[src/evs_regs.vh]
// Constants for the exception vector sequencer
// Behaviour
// - Base register marks a 1024-byte table of 256 vector entries.
// - Vectors 0-63 belong to the processor; the other 192 serve interrupts.
// - Each entry is one long word; the reset entry is two long words.
// - Vector fetches use supervisor data space; reset fetches use program space.
// - Only the reset entry is fixed; the base may be rewritten any time.
// - Reset fetches stack pointer from offset 000, program counter from 004.
// - Vectors 2-11: bus, address, illegal, divide, bounds, trap, privilege, trace, lines.
// - Vector 12 breakpoint, 13 reserved, 14 format error, 15 uninitialized interrupt.
// - Vector 24 spurious interrupt; 25-31 autovectors for levels 1-7.
// - Trap operands 0-15 select vectors 32-47.
// - Vectors 64-255 user defined; 16-23 and 48-63 never generated internally.
// - Offset is four times the 8-bit vector number, added to the base.
// - Interrupt numbers come from an acknowledge cycle to CPU space 15.
// - Entry first copies the status word, sets supervisor, clears both trace bits.
// - Only reset and interrupt entries update the interrupt priority mask.
// - Push a frame with saved status word and program counter on supervisor stack.
// - Load the fetched vector into the program counter and resume unless more pending.
// - Trap, conditional trap, bounds, breakpoint and divide instructions raise exceptions.
// - Illegal opcodes, odd fetch or operand addresses, privilege faults raise exceptions.
// - Trace mode traps after each instruction, optionally only on flow changes.
// - Opcodes 4848 to 484f are illegal and serve as software breakpoints.
// - The 1010 and 1111 opcode lines use their own vectors.
// - Saved status word and program counter are restored by the return instruction.
`ifndef EVS_REGS_VH
`define EVS_REGS_VH
// ==========================================================
// Register port map
`define EVS_ADDR_BASE     4'h0
`define EVS_ADDR_STATUS   4'h1
`define EVS_ADDR_PC       4'h2
`define EVS_ADDR_SSP      4'h3
`define EVS_ADDR_LASTVEC  4'h4
`define EVS_BASE_RESET    32'h0000_0000
// ==========================================================
// Status word fields
`define EVS_SR_TH   15
`define EVS_SR_TL   14
`define EVS_SR_S    13
`define EVS_SR_IPM_HI 10
`define EVS_SR_IPM_LO 8
`define EVS_SR_RESET  16'h2700
// ==========================================================
// Vector numbers
`define EVS_VEC_RST_SP   8'h00
`define EVS_VEC_RST_PC   8'h01
`define EVS_VEC_BUSERR   8'h02
`define EVS_VEC_ADDRERR  8'h03
`define EVS_VEC_ILLEGAL  8'h04
`define EVS_VEC_ZERODIV  8'h05
`define EVS_VEC_BOUNDS   8'h06
`define EVS_VEC_CONDITIONAL_TRAP_OP   8'h07
`define EVS_VEC_PRIV     8'h08
`define EVS_VEC_TRACE    8'h09
`define EVS_VEC_LINE_A   8'h0a
`define EVS_VEC_LINE_F   8'h0b
`define EVS_VEC_HWBKPT   8'h0c
`define EVS_VEC_FORMAT   8'h0e
`define EVS_VEC_UNINIT   8'h0f
`define EVS_VEC_SPUR     8'h18
`define EVS_VEC_AUTO0    8'h18
`define EVS_VEC_TRAP0    8'h20
`define EVS_VEC_USER0    8'h40
// ==========================================================
// Opcodes and bus spaces
`define EVS_OP_SWBKPT    13'h0909
`define EVS_FC_SUP_DATA  3'h5
`define EVS_FC_SUP_PROG  3'h6
`define EVS_FC_CPU       3'h7
`define EVS_CPU_SPACE_IACK 4'hf
`endif

[src/evs_exception_vector_sequencer.v]
// Exception entry sequencer: vector table, acknowledge, frame push, handler load
`timescale 1ns/10ps
`default_nettype none
`include "evs_regs.vh"
module evs_exception_vector_sequencer #(
	parameter AW = 32
) (
	input  wire          clk_in,
	input  wire          rst_n_in,
	// Register port
	input  wire [3:0]    reg_addr_in,
	input  wire [31:0]   reg_wdata_in,
	input  wire          reg_wr_in,
	input  wire          reg_rd_in,
	output reg  [31:0]   reg_rdata_out,
	// Exception causes from the core
	input  wire          ex_trap_in,
	input  wire [3:0]    ex_trap_num_in,
	input  wire          ex_cond_trap_in,
	input  wire          ex_bounds_in,
	input  wire          ex_divzero_in,
	input  wire          ex_format_in,
	input  wire          ex_priv_in,
	input  wire          ex_odd_addr_in,
	input  wire          ex_bus_err_in,
	input  wire          ex_hw_breakpoint_op_in,
	input  wire          ex_insn_done_in,
	input  wire          ex_flow_change_in,
	input  wire          ex_trace_flow_only_in,
	input  wire          ex_opcode_valid_in,
	input  wire [15:0]   ex_opcode_in,
	input  wire          ex_return_in,
	input  wire [15:0]   ex_return_sr_in,
	input  wire [31:0]   ex_return_pc_in,
	input  wire [31:0]   core_pc_in,
	// Interrupt request
	input  wire [2:0]    irq_level_in,
	// System bus
	// Function codes: 5 supervisor data, 6 supervisor program, 7 CPU space
	output reg           bus_req_out,
	output reg           bus_wr_out,
	output reg  [AW-1:0] bus_addr_out,
	output reg  [2:0]    bus_fc_out,
	output reg  [31:0]   bus_wdata_out,
	input  wire          bus_ack_in,
	input  wire          bus_err_in,
	input  wire          bus_autovec_in,
	input  wire [31:0]   bus_rdata_in,
	// Core control
	output reg           core_hold_out,
	output reg           pc_load_out,
	output reg  [31:0]   pc_value_out,
	output reg  [15:0]   status_word_out
);

	// ======================================================
	// States
	// Reset fetches come first; ST_RUN is the only state in which the
	// core runs, every other state holds it
	localparam ST_RESET_SP = 4'h0;
	localparam ST_RESET_PC = 4'h1;
	localparam ST_RUN      = 4'h2;
	localparam ST_IACK     = 4'h3;
	localparam ST_PUSH_PC  = 4'h4;
	localparam ST_PUSH_SR  = 4'h5;
	localparam ST_FETCH    = 4'h6;
	localparam ST_LOAD     = 4'h7;

	// Vector address: base plus four times the vector number
	// Shared by the reset fetches, with a zero base, and the handler fetch
	function [31:0] vec_addr;
		input [31:0] base;
		input [7:0]  num;
		begin
			vec_addr = base + {22'h0, num, 2'b00};
		end
	endfunction

	// Sequencer state and saved context
	reg [3:0]  state_ff,   nxt_state;
	reg [31:0] vbase_ff;
	reg [15:0] sr_ff,      nxt_sr;
	reg [15:0] sr_copy_ff, nxt_sr_copy;
	reg [31:0] pc_copy_ff, nxt_pc_copy;
	reg [31:0] ssp_ff,     nxt_ssp;
	reg [7:0]  vec_ff,     nxt_vec;
	reg [2:0]  ilvl_ff,    nxt_ilvl;
	reg        is_int_ff,  nxt_is_int;
	reg        trace_pend_ff;

	// ======================================================
	// Internal cause decode, priority highest first
	// One cause is served per entry, the highest one present
	// Numbers 13, 16-23 and 48-63 never come out of this decode
	reg        cause_hit;
	reg [7:0]  cause_vec;
	wire       trace_on = sr_ff[`EVS_SR_TH] | sr_ff[`EVS_SR_TL];
	// Unimplemented opcode lines get their own vectors
	wire       line_a   = ex_opcode_valid_in & (ex_opcode_in[15:12] == 4'ha);
	wire       line_f   = ex_opcode_valid_in & (ex_opcode_in[15:12] == 4'hf);
	wire       sw_breakpoint_op  = ex_opcode_valid_in & (ex_opcode_in[15:3] == `EVS_OP_SWBKPT);
	// Level 7 cannot be masked; lower levels must beat the mask
	wire       irq_take = (irq_level_in == 3'h7) | (irq_level_in > sr_ff[`EVS_SR_IPM_HI:`EVS_SR_IPM_LO]);
	always @* begin
		// Assume a hit; the final else clears it
		cause_hit = 1'b1;
		cause_vec = `EVS_VEC_BUSERR;
		if (ex_bus_err_in)
			cause_vec = `EVS_VEC_BUSERR;
		else if (ex_odd_addr_in)
			cause_vec = `EVS_VEC_ADDRERR;
		else if (ex_hw_breakpoint_op_in)
			cause_vec = `EVS_VEC_HWBKPT;
		// Software breakpoints take the illegal opcode vector
		else if (sw_breakpoint_op)
			cause_vec = `EVS_VEC_ILLEGAL;
		else if (line_a)
			cause_vec = `EVS_VEC_LINE_A;
		else if (line_f)
			cause_vec = `EVS_VEC_LINE_F;
		else if (ex_priv_in)
			cause_vec = `EVS_VEC_PRIV;
		else if (ex_format_in)
			cause_vec = `EVS_VEC_FORMAT;
		else if (ex_trap_in)
			cause_vec = `EVS_VEC_TRAP0 + {4'h0, ex_trap_num_in};
		else if (ex_cond_trap_in)
			cause_vec = `EVS_VEC_CONDITIONAL_TRAP_OP;
		else if (ex_bounds_in)
			cause_vec = `EVS_VEC_BOUNDS;
		else if (ex_divzero_in)
			cause_vec = `EVS_VEC_ZERODIV;
		else if (trace_pend_ff)
			cause_vec = `EVS_VEC_TRACE;
		// Opcode that the core cannot execute
		else if (ex_opcode_valid_in & ~ex_insn_done_in)
			cause_vec = `EVS_VEC_ILLEGAL;
		else
			cause_hit = 1'b0;
	end

	// ======================================================
	// Trace pending after each completed instruction
	// A new completion wins over the clear in the same cycle
	always @(posedge clk_in) begin
		if (!rst_n_in)
			trace_pend_ff <= 1'b0;
		else if (state_ff == ST_RUN && ex_insn_done_in && trace_on &&
			(~ex_trace_flow_only_in | ex_flow_change_in))
			trace_pend_ff <= 1'b1;
		else if (state_ff == ST_RUN && cause_hit && cause_vec == `EVS_VEC_TRACE)
			trace_pend_ff <= 1'b0;
	end

	// ======================================================
	// Sequencer next state
	// Entry order: status copy, acknowledge for interrupts, PC push,
	// status push, handler fetch, then the load cycle
	always @* begin
		nxt_state   = state_ff;
		nxt_sr      = sr_ff;
		nxt_sr_copy = sr_copy_ff;
		nxt_pc_copy = pc_copy_ff;
		nxt_ssp     = ssp_ff;
		nxt_vec     = vec_ff;
		nxt_ilvl    = ilvl_ff;
		nxt_is_int  = is_int_ff;
		case (state_ff)
			// Initial stack pointer, then initial PC
			ST_RESET_SP: begin
				if (bus_ack_in) begin
					nxt_ssp   = bus_rdata_in;
					nxt_state = ST_RESET_PC;
				end
			end
			ST_RESET_PC: begin
				if (bus_ack_in) begin
					nxt_pc_copy = bus_rdata_in;
					nxt_state   = ST_LOAD;
				end
			end
			ST_RUN: begin
				// Return: status back from the frame, six bytes popped
				if (ex_return_in && ex_insn_done_in) begin
					nxt_sr  = ex_return_sr_in;
					nxt_ssp = ssp_ff + 32'h6;
				end else if (cause_hit || (irq_level_in != 3'h0 && irq_take)) begin
					// Status copy then state change first
					nxt_sr_copy = sr_ff;
					nxt_pc_copy = core_pc_in;
					nxt_sr[`EVS_SR_S]  = 1'b1;
					nxt_sr[`EVS_SR_TH] = 1'b0;
					nxt_sr[`EVS_SR_TL] = 1'b0;
					nxt_is_int = ~cause_hit;
					nxt_vec    = cause_vec;
					if (!cause_hit) begin
						nxt_ilvl = irq_level_in;
						nxt_sr[`EVS_SR_IPM_HI:`EVS_SR_IPM_LO] = irq_level_in;
						nxt_state = ST_IACK;
					end else
						nxt_state = ST_PUSH_PC;
				end
			end
			// Device answers with a number, an autovector request or an error
			ST_IACK: begin
				if (bus_ack_in) begin
					nxt_vec   = bus_rdata_in[7:0];
					nxt_state = ST_PUSH_PC;
				end else if (bus_autovec_in) begin
					nxt_vec   = `EVS_VEC_AUTO0 + {5'h0, ilvl_ff};
					nxt_state = ST_PUSH_PC;
				end else if (bus_err_in) begin
					nxt_vec   = `EVS_VEC_SPUR;
					nxt_state = ST_PUSH_PC;
				end
			end
			// Frame: PC long word on top, status word below it
			ST_PUSH_PC: begin
				if (bus_ack_in) begin
					nxt_ssp   = ssp_ff - 32'h4;
					nxt_state = ST_PUSH_SR;
				end
			end
			// Status word goes two bytes below the PC
			ST_PUSH_SR: begin
				if (bus_ack_in) begin
					nxt_ssp   = ssp_ff - 32'h2;
					nxt_state = ST_FETCH;
				end
			end
			// Handler address read from the table
			ST_FETCH: begin
				if (bus_ack_in) begin
					nxt_pc_copy = bus_rdata_in;
					nxt_state   = ST_LOAD;
				end
			end
			// One cycle to hand the handler address to the core
			ST_LOAD: nxt_state = ST_RUN;
			default: nxt_state = ST_RUN;
		endcase
	end

	// ======================================================
	// Sequencer registers
	// Register writes land only when the sequencer leaves the register alone
	always @(posedge clk_in) begin
		if (!rst_n_in) begin
			state_ff   <= ST_RESET_SP;
			sr_ff      <= `EVS_SR_RESET;
			sr_copy_ff <= 16'h0000;
			pc_copy_ff <= 32'h0000_0000;
			ssp_ff     <= 32'h0000_0000;
			vec_ff     <= 8'h00;
			ilvl_ff    <= 3'h0;
			is_int_ff  <= 1'b0;
		end else begin
			state_ff   <= nxt_state;
			sr_ff      <= nxt_sr;
			sr_copy_ff <= nxt_sr_copy;
			pc_copy_ff <= nxt_pc_copy;
			ssp_ff     <= nxt_ssp;
			vec_ff     <= nxt_vec;
			ilvl_ff    <= nxt_ilvl;
			is_int_ff  <= nxt_is_int;
			// Entry must not lose its supervisor bit to a software write
			if (reg_wr_in && reg_addr_in == `EVS_ADDR_STATUS && nxt_sr == sr_ff)
				sr_ff <= reg_wdata_in[15:0];
			if (reg_wr_in && reg_addr_in == `EVS_ADDR_SSP && nxt_ssp == ssp_ff)
				ssp_ff <= reg_wdata_in;
		end
	end

	// ======================================================
	// Base register, relocatable any time
	// A rewrite takes effect on the next handler fetch
	always @(posedge clk_in) begin
		if (!rst_n_in)
			vbase_ff <= `EVS_BASE_RESET;
		else if (reg_wr_in && reg_addr_in == `EVS_ADDR_BASE)
			vbase_ff <= reg_wdata_in;
	end

	// ======================================================
	// Bus request drive, registered
	// A request stands through the answer cycle; it drops in the cycle after the answer,
	// so two bus cycles are always at least one idle cycle apart
	always @(posedge clk_in) begin
		if (!rst_n_in) begin
			bus_req_out   <= 1'b0;
			bus_wr_out    <= 1'b0;
			bus_addr_out  <= {AW{1'b0}};
			bus_fc_out    <= 3'h0;
			bus_wdata_out <= 32'h0000_0000;
		end else begin
			bus_req_out   <= 1'b0;
			bus_wr_out    <= 1'b0;
			bus_wdata_out <= 32'h0000_0000;
			if (!bus_ack_in && !bus_err_in && !bus_autovec_in) begin
				case (nxt_state)
					// Reset fetches use a fixed zero base
					ST_RESET_SP: begin
						bus_req_out  <= 1'b1;
						bus_addr_out <= vec_addr(32'h0, `EVS_VEC_RST_SP);
						bus_fc_out   <= `EVS_FC_SUP_PROG;
					end
					ST_RESET_PC: begin
						bus_req_out  <= 1'b1;
						bus_addr_out <= vec_addr(32'h0, `EVS_VEC_RST_PC);
						bus_fc_out   <= `EVS_FC_SUP_PROG;
					end
					// Acknowledge address carries the level
					ST_IACK: begin
						bus_req_out  <= 1'b1;
						bus_addr_out <= {{(AW-8){1'b1}}, `EVS_CPU_SPACE_IACK, nxt_ilvl, 1'b1};
						bus_fc_out   <= `EVS_FC_CPU;
					end
					ST_PUSH_PC: begin
						bus_req_out   <= 1'b1;
						bus_wr_out    <= 1'b1;
						bus_addr_out  <= nxt_ssp - 32'h4;
						bus_fc_out    <= `EVS_FC_SUP_DATA;
						bus_wdata_out <= nxt_pc_copy;
					end
					ST_PUSH_SR: begin
						bus_req_out   <= 1'b1;
						bus_wr_out    <= 1'b1;
						bus_addr_out  <= nxt_ssp - 32'h2;
						bus_fc_out    <= `EVS_FC_SUP_DATA;
						bus_wdata_out <= {16'h0000, nxt_sr_copy};
					end
					ST_FETCH: begin
						bus_req_out  <= 1'b1;
						bus_addr_out <= vec_addr(vbase_ff, nxt_vec);
						bus_fc_out   <= `EVS_FC_SUP_DATA;
					end
					default: bus_req_out <= 1'b0;
				endcase
			end
		end
	end

	// ======================================================
	// Core control and read port
	// Hold drops together with the load pulse
	// Read data stand one cycle after the strobe, zero otherwise
	always @(posedge clk_in) begin
		if (!rst_n_in) begin
			core_hold_out   <= 1'b1;
			pc_load_out     <= 1'b0;
			pc_value_out    <= 32'h0000_0000;
			status_word_out <= `EVS_SR_RESET;
			reg_rdata_out   <= 32'h0000_0000;
		end else begin
			core_hold_out   <= (nxt_state != ST_RUN);
			pc_load_out     <= (state_ff == ST_LOAD) | (state_ff == ST_RUN && ex_return_in && ex_insn_done_in);
			pc_value_out    <= (state_ff == ST_RUN) ? ex_return_pc_in : pc_copy_ff;
			status_word_out <= nxt_sr;
			reg_rdata_out   <= 32'h0000_0000;
			if (reg_rd_in) begin
				case (reg_addr_in)
					`EVS_ADDR_BASE:    reg_rdata_out <= vbase_ff;
					`EVS_ADDR_STATUS:  reg_rdata_out <= {16'h0000, sr_ff};
					`EVS_ADDR_PC:      reg_rdata_out <= pc_copy_ff;
					`EVS_ADDR_SSP:     reg_rdata_out <= ssp_ff;
					`EVS_ADDR_LASTVEC: reg_rdata_out <= {23'h0, is_int_ff, vec_ff};
					default:           reg_rdata_out <= 32'h0000_0000;
				endcase
			end
		end
	end

endmodule // evs_exception_vector_sequencer
`default_nettype wire

[config.mk]
export PLATFORM = sky130hd
export DESIGN_NAME = evs_exception_vector_sequencer
export DESIGN_NICKNAME = d
export VERILOG_FILES = /design/src/evs_exception_vector_sequencer.v
export VERILOG_INCLUDE_DIRS = /design/src
export SDC_FILE = /design/constraint.sdc
export NUM_CORES = 1
export LEC_CHECK = 0
export CAP_MARGIN = 20
export CORE_MARGIN = 5
export CORE_UTILIZATION = 24
export DETAILED_ROUTE_END_ITERATION = 10
export DONT_BUFFER_PORTS = 1
export PLACE_DENSITY = 0.45
export SETUP_SLACK_MARGIN = 0.1
export SYNTH_ARGS = -nofsm -noshare
export SYNTH_HDL_FRONTEND = slang
export SYNTH_SLANG_ARGS = --single-unit
export TNS_END_PERCENT = 20
[constraint.sdc]
create_clock -name clk_in -period 11.05 [get_ports clk_in]
set_input_delay 2.21 -clock clk_in [delete_from_list [all_inputs] [get_ports clk_in]]
set_output_delay 2.21 -clock clk_in [all_outputs]
set_load 0.02 [all_outputs]
; Word level (Yosys, flattened, before mapping)
; Cells that the tools add are included.
[word_totals]
regBits = 296
inputBits = 192
out_inout_bits = 151
wordCells = 182
[classes]
addsub = 8
order_cmp = 1
eq_ne = 24
mux = 80
bitwise_logic = 12
n_reduce_logical = 37
[op_table]
columns = cell, n
row1 = 2-to-1 mux 32 bit, 9
row2 = one-hot mux 32 bit (6 select lines), 1
row3 = one-hot mux 32 bit (5 select lines), 1
row4 = one-hot mux 32 bit (2 select lines), 2
row5 = one-hot mux 32 bit (4 select lines), 1
row6 = 2-to-1 mux 16 bit, 5
row7 = "subtractor 32 x 2 -> 32 bit, second input constant", 2
row8 = "subtractor 32 x 3 -> 32 bit, second input constant", 2
row9 = 2-to-1 mux 7 bit, 9
row10 = 2-to-1 mux 4 bit, 13
row11 = 2-to-1 mux 8 bit, 6
row12 = 2-to-1 mux 3 bit, 11
row13 = adder 32 x 10 -> 32 bit, 1
row14 = "adder 32 x 3 -> 32 bit, second input constant", 1
row15 = equality test 32 bit, 1
row16 = "equality test 4 x 3 -> 1 bit, second input constant", 8
row17 = one-hot mux 4 bit (6 select lines), 1
row18 = "equality test 4 x 2 -> 1 bit, second input constant", 5
row19 = 2-to-1 mux 1 bit, 18
row20 = equality test 16 bit, 1
row21 = logical AND 1 bit, 16
row22 = one-hot mux 8 bit (2 select lines), 1
row23 = "equality test 13 x 12 -> 1 bit, second input constant", 1
row24 = "equality test 4 x 1 -> 1 bit, second input constant", 3
row25 = other kinds (23), 43

; Longest topological paths before layout
[logic_depth]
depth_word = 24
depth_mapped = 21
ltp_nobuf = 21

; Least setup slack after synthesis
; Ideal clock, no wire load.
[synth_timing]
path_kind = in2reg
start = input port irq_level_in[2]
end = register bus_addr_out[25]
setup_time_ps = 124
arrival_ps = 6029
required_time_ps = 10926
slack_ps = 4897
path_stages = 19
path_buffers = 1
cell_sequence = ha_1 -> and3b_1 -> o211ai_1 -> o211a_1 -> nor2b_1 -> nand2b_1 -> buf_1 -> o21ai_0 -> a22o_1 -> ha_1 -> nor2_1 -> o211ai_1 -> a31oi_1 -> nor2_1 -> nand2_1 -> xnor2_1 -> a211o_1 -> a211oi_1 -> o22ai_1
[synth_rtl]
columns = item, line
row1 = "start, declared", evs_exception_vector_sequencer.v:37  ; input wire [2:0] irq_level_in,
row2 = greater-than comparator 3 bit or equality test 3 bit (tied branches), evs_exception_vector_sequencer.v:103  ; wire irq_take = (irq_level_in == 3'h7) | (irq_level_in > sr_ff[`EVS_SR_IPM_HI:`EVS_SR_IPM_LO]);
row3 = bitwise OR 1 bit, evs_exception_vector_sequencer.v:103
row4 = logical AND 1 bit (*), evs_exception_vector_sequencer.v:187  ; end else if (cause_hit || (irq_level_in != 3'h0 && irq_take)) begin
row5 = logical OR 1 bit (*), evs_exception_vector_sequencer.v:187
row6 = 2-to-1 mux 8 bit (*), evs_exception_vector_sequencer.v:187
row7 = 2-to-1 mux 8 bit (*), evs_exception_vector_sequencer.v:184  ; if (ex_return_in && ex_insn_done_in) begin
row8 = one-hot mux 8 bit (2 select lines) (*), evs_exception_vector_sequencer.v:168  ; case (state_ff)
row9 = via nxt_vec[5], evs_exception_vector_sequencer.v:86  ; reg [7:0] vec_ff, nxt_vec;
row10 = adder 32 x 10 -> 32 bit (*), evs_exception_vector_sequencer.v:75  ; vec_addr = base + {22'h0, num, 2'b00};
row11 = one-hot mux 32 bit (6 select lines) (*), evs_exception_vector_sequencer.v:300  ; case (nxt_state)
row12 = "end signal, assigned", evs_exception_vector_sequencer.v:304  ; bus_addr_out <= vec_addr(32'h0, `EVS_VEC_RST_SP);
row13 = "end signal, assigned", evs_exception_vector_sequencer.v:309  ; bus_addr_out <= vec_addr(32'h0, `EVS_VEC_RST_PC);
row14 = "end signal, assigned", evs_exception_vector_sequencer.v:315  ; bus_addr_out <= {{(AW-8){1'b1}}, `EVS_CPU_SPACE_IACK, nxt_ilvl, 1'b1};
row15 = "end, declared", evs_exception_vector_sequencer.v:42  ; output reg [AW-1:0] bus_addr_out,
; The timed path passes the listed nets; every way through them passes the cells marked *.
; A chain may end at the register's enable or synchronous reset.

; Worst setup path in the final report
[layout_timing]
start = input port ex_opcode_in[14]
end = register bus_addr_out[30]
[layout_rtl]
columns = item, line
row1 = "start, declared", evs_exception_vector_sequencer.v:31  ; input wire [15:0] ex_opcode_in,
row2 = equality test 4 bit, evs_exception_vector_sequencer.v:100  ; wire line_f = ex_opcode_valid_in & (ex_opcode_in[15:12] == 4'hf);
row3 = bitwise AND 1 bit, evs_exception_vector_sequencer.v:100
row4 = 2-to-1 mux 1 bit, evs_exception_vector_sequencer.v:119  ; else if (line_f)
row5 = 2-to-1 mux 1 bit, evs_exception_vector_sequencer.v:117  ; else if (line_a)
row6 = 2-to-1 mux 1 bit, evs_exception_vector_sequencer.v:115  ; else if (sw_breakpoint_op)
row7 = 2-to-1 mux 1 bit, evs_exception_vector_sequencer.v:112  ; else if (ex_hw_breakpoint_op_in)
row8 = 2-to-1 mux 1 bit, evs_exception_vector_sequencer.v:110  ; else if (ex_odd_addr_in)
row9 = 2-to-1 mux 1 bit, evs_exception_vector_sequencer.v:108  ; if (ex_bus_err_in)
row10 = logical OR 1 bit, evs_exception_vector_sequencer.v:187
row11 = 2-to-1 mux 8 bit (*), evs_exception_vector_sequencer.v:187
row12 = 2-to-1 mux 8 bit (*), evs_exception_vector_sequencer.v:184
row13 = one-hot mux 8 bit (2 select lines) (*), evs_exception_vector_sequencer.v:168
row14 = via nxt_vec[0], evs_exception_vector_sequencer.v:86
row15 = adder 32 x 10 -> 32 bit (*), evs_exception_vector_sequencer.v:75
row16 = one-hot mux 32 bit (6 select lines) (*), evs_exception_vector_sequencer.v:300
; Marks and branches as above.

==> impl_metrics.yaml <==
sta:
  hold_viol: 0
  rsz0062_at_grt: "no"
  tns_ps: 0
  skew_ps: 20.2
  worst_pin_slew_ps: 1190
  fmax_mhz: 133
  setup_viol: 0
  finalCriticalPeriod_ps: 7540
  drv_slew: 0
  max_slew_margin_pct: 19.9
  fin_crit_sh_pct: 68.3
power:
  p_per_area_nw_per_um2: 147
  internal_power_w: 0.00200
  switchingPower_w: 0.000877
  switching_share_pct: 30.5
  p_leak_nw: 6.53
  combPwrFrac_pct: 15.9
  vdd_ir_drop_max_mv: 0.0995
  pwr-share-clk_pct: 44.1
  seq_power_share_pct: 40.0
synthesis:
  syn_nets: 2491
  synthMuxAreaShare_pct: 2.85
  synth_edf_count: 0
  synthAdderAreaFrac_pct: 1.56
  syn_area_um2: 17400
  synthFlopType: "dfxtp_1"
  synthCells: 2278
  synth_top_family_by_area: "simple AND/OR/NAND/NOR gates"
  yosysWarnings: 0
  synthArstFlopShare_pct: 0
  synth-compound-area-share_pct: 26.0
  synth-simple-area-share_pct: 26.6
  synth_seq_cells: 296
  synth_cell_types: 94
  ys_seq_area_share_pct: 34.1
  synth_xor_area_share_pct: 3.63
  avgSynthCellArea_um2: 7.62
cts:
  htreeDepth: 2
  cts_tree: "done"
  ctsResizeCount: 0
  clkLatencyLatePin_ps: 550
  cts_made_buffers: 37
  cts.sinks: 296
  cts_buffer_depth: 3
  hold_buffers: 0
  path_clk_slew_ps: 60
  clock-root-buffer: "clkbuf_16"
  cts_setup_buffers: 0
routing:
  ant_nets: 0
  via_count: 18400
  viasPerCell: 5.82
  route.detailed.drc: 0
  routedWlPerCell_um: 29.4
  wirelength_mm: 92.8
  drt-initial-drc-count: 2163
  dr.pass1.iters: 9
flow_run:
  maxCapViolations: 0
placed_design:
  portBuffers: 0
  dp_hpwl_mm: 70.8
  gp_congestion: 0.916
  placed_cells: 3087
critical_path:
  cp_max_fo: 22
  cp.required_ps: 11460
  worstSetupPathType: "input pin to flop"
  cp.arrival_ps: 7960
  critPathLaunchType: "input pin"
  end_kind: "flop"
die:
  fp.coreArea_um2: 71600
  start_util_pct: 24.2
  fp-row-count: 98
  fp.dieH_um: 279
  fp.dieW_um: 279
  design.die.area_um2: 77800
  pin_count: 343
final_layout:
  syn2layout_area_growth_pct: 12.7
  nets: 2391
  nFillCells: 7875
  drive_gt1_share_pct: 7.98
  fin_cells: 3160
global_route:
  grt_pass1_wl_mm: 131
  grt_pass1_vias: 17600
  grt_max_degree: 84
  grt_usage_pct: 22.5
  gr-total-overflow: 0
  antenna_found_initial: 2
status:
  status: "finished, final reports clean"
worst_hold_path:
  hp-class: "flop to flop"
[through the flow]
step	setup WS [ps]	instance area [um2]	power [W]	utilization, %	hold WS (ps)
6_report	3510	19600	0.00288	27.3	480
5_1_grt	3270	19600	0.00299	27.3	514
4_1_cts	3610	19500	0.00290	27.3	486
3_5_place_dp	3040	18300	0.00162	25.5	471
3_3_place_gp	3110	18300	0.00162	25.5	463
2_1_floorplan	4900	17400	0.00146	-	444
[worst max-delay path, cell delays in order]
cell and delay [ps]:
and4b_1 190, a41oi_1 370, nand4_1 680, nor2b_1 670
nand2b_1 170, buf_4 380, o32ai_1 150, a22o_1 210
ha_1 210, fa_1 400, a21o_1 200, a21o_1 190
a21oi_1 240, o21ai_0 400, nand3b_1 400, nor2_1 100
xnor2_1 340, o21ai_0 150, a31oi_1 170, o21ai_1 80
[cell type report]
type / count / area [um2] / area share (%)
Multi-Input combinational cell: 1750 / 10600 / 54.4
Inverter: 43 / 164 / 0.838
Clock inverter: 14 / 180 / 0.921
Sequential cell: 296 / 5930 / 30.3
Timing Repair Buffer: 50 / 373 / 1.91
Antenna cell: 4 / 10.0 / 0.0512
Clock buffer: 53 / 1090 / 5.56
Tap cell: 950 / 1190 / 6.08
[cells by family after synthesis]
logic type / count (synthesis)
xor gates and xnor gates: 72
and+or+nand+nor: 935
DFF: 296
other: 1
muxes: 48
adders and majority gates: 21
AOI/OAI and AO/OA: 673
buffers and inverters: 232
[power groups by stage]
stage | combinational, W | clock (W) | sequential, W
floorplan | 0.000321 | 0 | 0.00114
global placement | 0.000446 | 0 | 0.00117
detailed placement | 0.000449 | 0 | 0.00117
CTS | 0.000451 | 0.00130 | 0.00115
global route | 0.000488 | 0.00135 | 0.00115
finish | 0.000458 | 0.00127 | 0.00115
[state kept, by name, summed over array words and instances (netlist names)]
signal           cells
state_ff             4
bus_req_out          1
bus_wr_out           1
ilvl_ff              3
sr_copy_ff          16
vbase_ff            32
ssp_ff              32
sr_ff               16
vec_ff               8
bus_addr_out        32
bus_wdata_out       32
pc_value_out        32
is_int_ff            1
pc_load_out          1
reg_rdata_out       32
status_word_out     16
pc_copy_ff          32
core_hold_out        1
trace_pend_ff        1
bus_fc_out           3
[metal layers]
layer / GRT usage [%] / up-vias / part of all wire, %
met5: 0 / - / 0.043
met4: 7.18 / 6 / 3.4
met3: 5.75 / 136 / 9.4
met2: 37.3 / 947 / 47
met1: 28.9 / 9096 / 41
li1: - / 8200 / -
[placed cells by master, fill, tap and decap left out, drive strengths merged, types with 14 or more instances in the layout]
master  Yosys  final
nand2     323    323
dfxtp     296    296
nor2      209    209
a21oi     206    206
o21ai     115    115
nand3      77     77
nor3       66     66
xnor2      54     54
clkbuf    151     54
buf        38     49
inv        43     45
a22oi      43     43
nand4      40     40
nor4       38     38
mux2i      37     37
a222oi     35     35
a211oi     33     33
and3       32     32
a22o       25     25
a31oi      23     23
or4        23     23
nand2b     22     22
and2       20     20
ha         20     20
xor2       18     18
a21o       18     18
o22ai      18     18
or3        15     15
o211ai     14     14
[synth_stat cells, types with 13 or more instances]
cell type,number,area share [%]
nand2_1,323,7.0
dfxtp_1,296,34
nor2_1,209,4.5
a21oi_1,206,5.9
clkbuf_1,151,3.3
o21ai_0,93,2.7
nand3_1,74,2.1
nor3_1,63,1.8
xnor2_1,54,2.7
a22oi_1,43,1.9
inv_1,42,0.91
nand4_1,39,1.4
mux2i_1,37,2.1
a222oi_1,35,2.0
nor4_1,34,1.2
a211oi_1,33,1.4
and3_1,32,1.2
a22o_1,25,1.3
a31oi_1,23,0.83
nand2b_1,22,0.79
o21ai_1,22,0.63
ha_1,20,1.4
or4_1,20,0.86
and2_1,19,0.68
buf_2,19,0.55
a21o_1,18,0.78
o22ai_1,18,0.65
xor2_1,18,0.91
buf_1,16,0.35
or3_1,15,0.54
o211ai_1,14,0.61
o21a_1,13,0.56
[path summary, 6_finish.rpt]
kind | from | endpoint | slack [ps] | cells past startpoint
setup reg to reg | state_ff[1]$_SDFF_PN0_ | bus_addr_out[30]$_SDFFE_PN0P_ | 4840 | 18
setup / recovery | ex_opcode_in[14] | bus_addr_out[30]$_SDFFE_PN0P_ | 3510 | 20
hold reg to reg | sr_copy_ff[15]$_SDFF_PN0_ | sr_copy_ff[15]$_SDFF_PN0_ | 480 | 2
hold / removal | sr_copy_ff[15]$_SDFF_PN0_ | sr_copy_ff[15]$_SDFF_PN0_ | 480 | 2
Power figures use the tool's default switching activity.
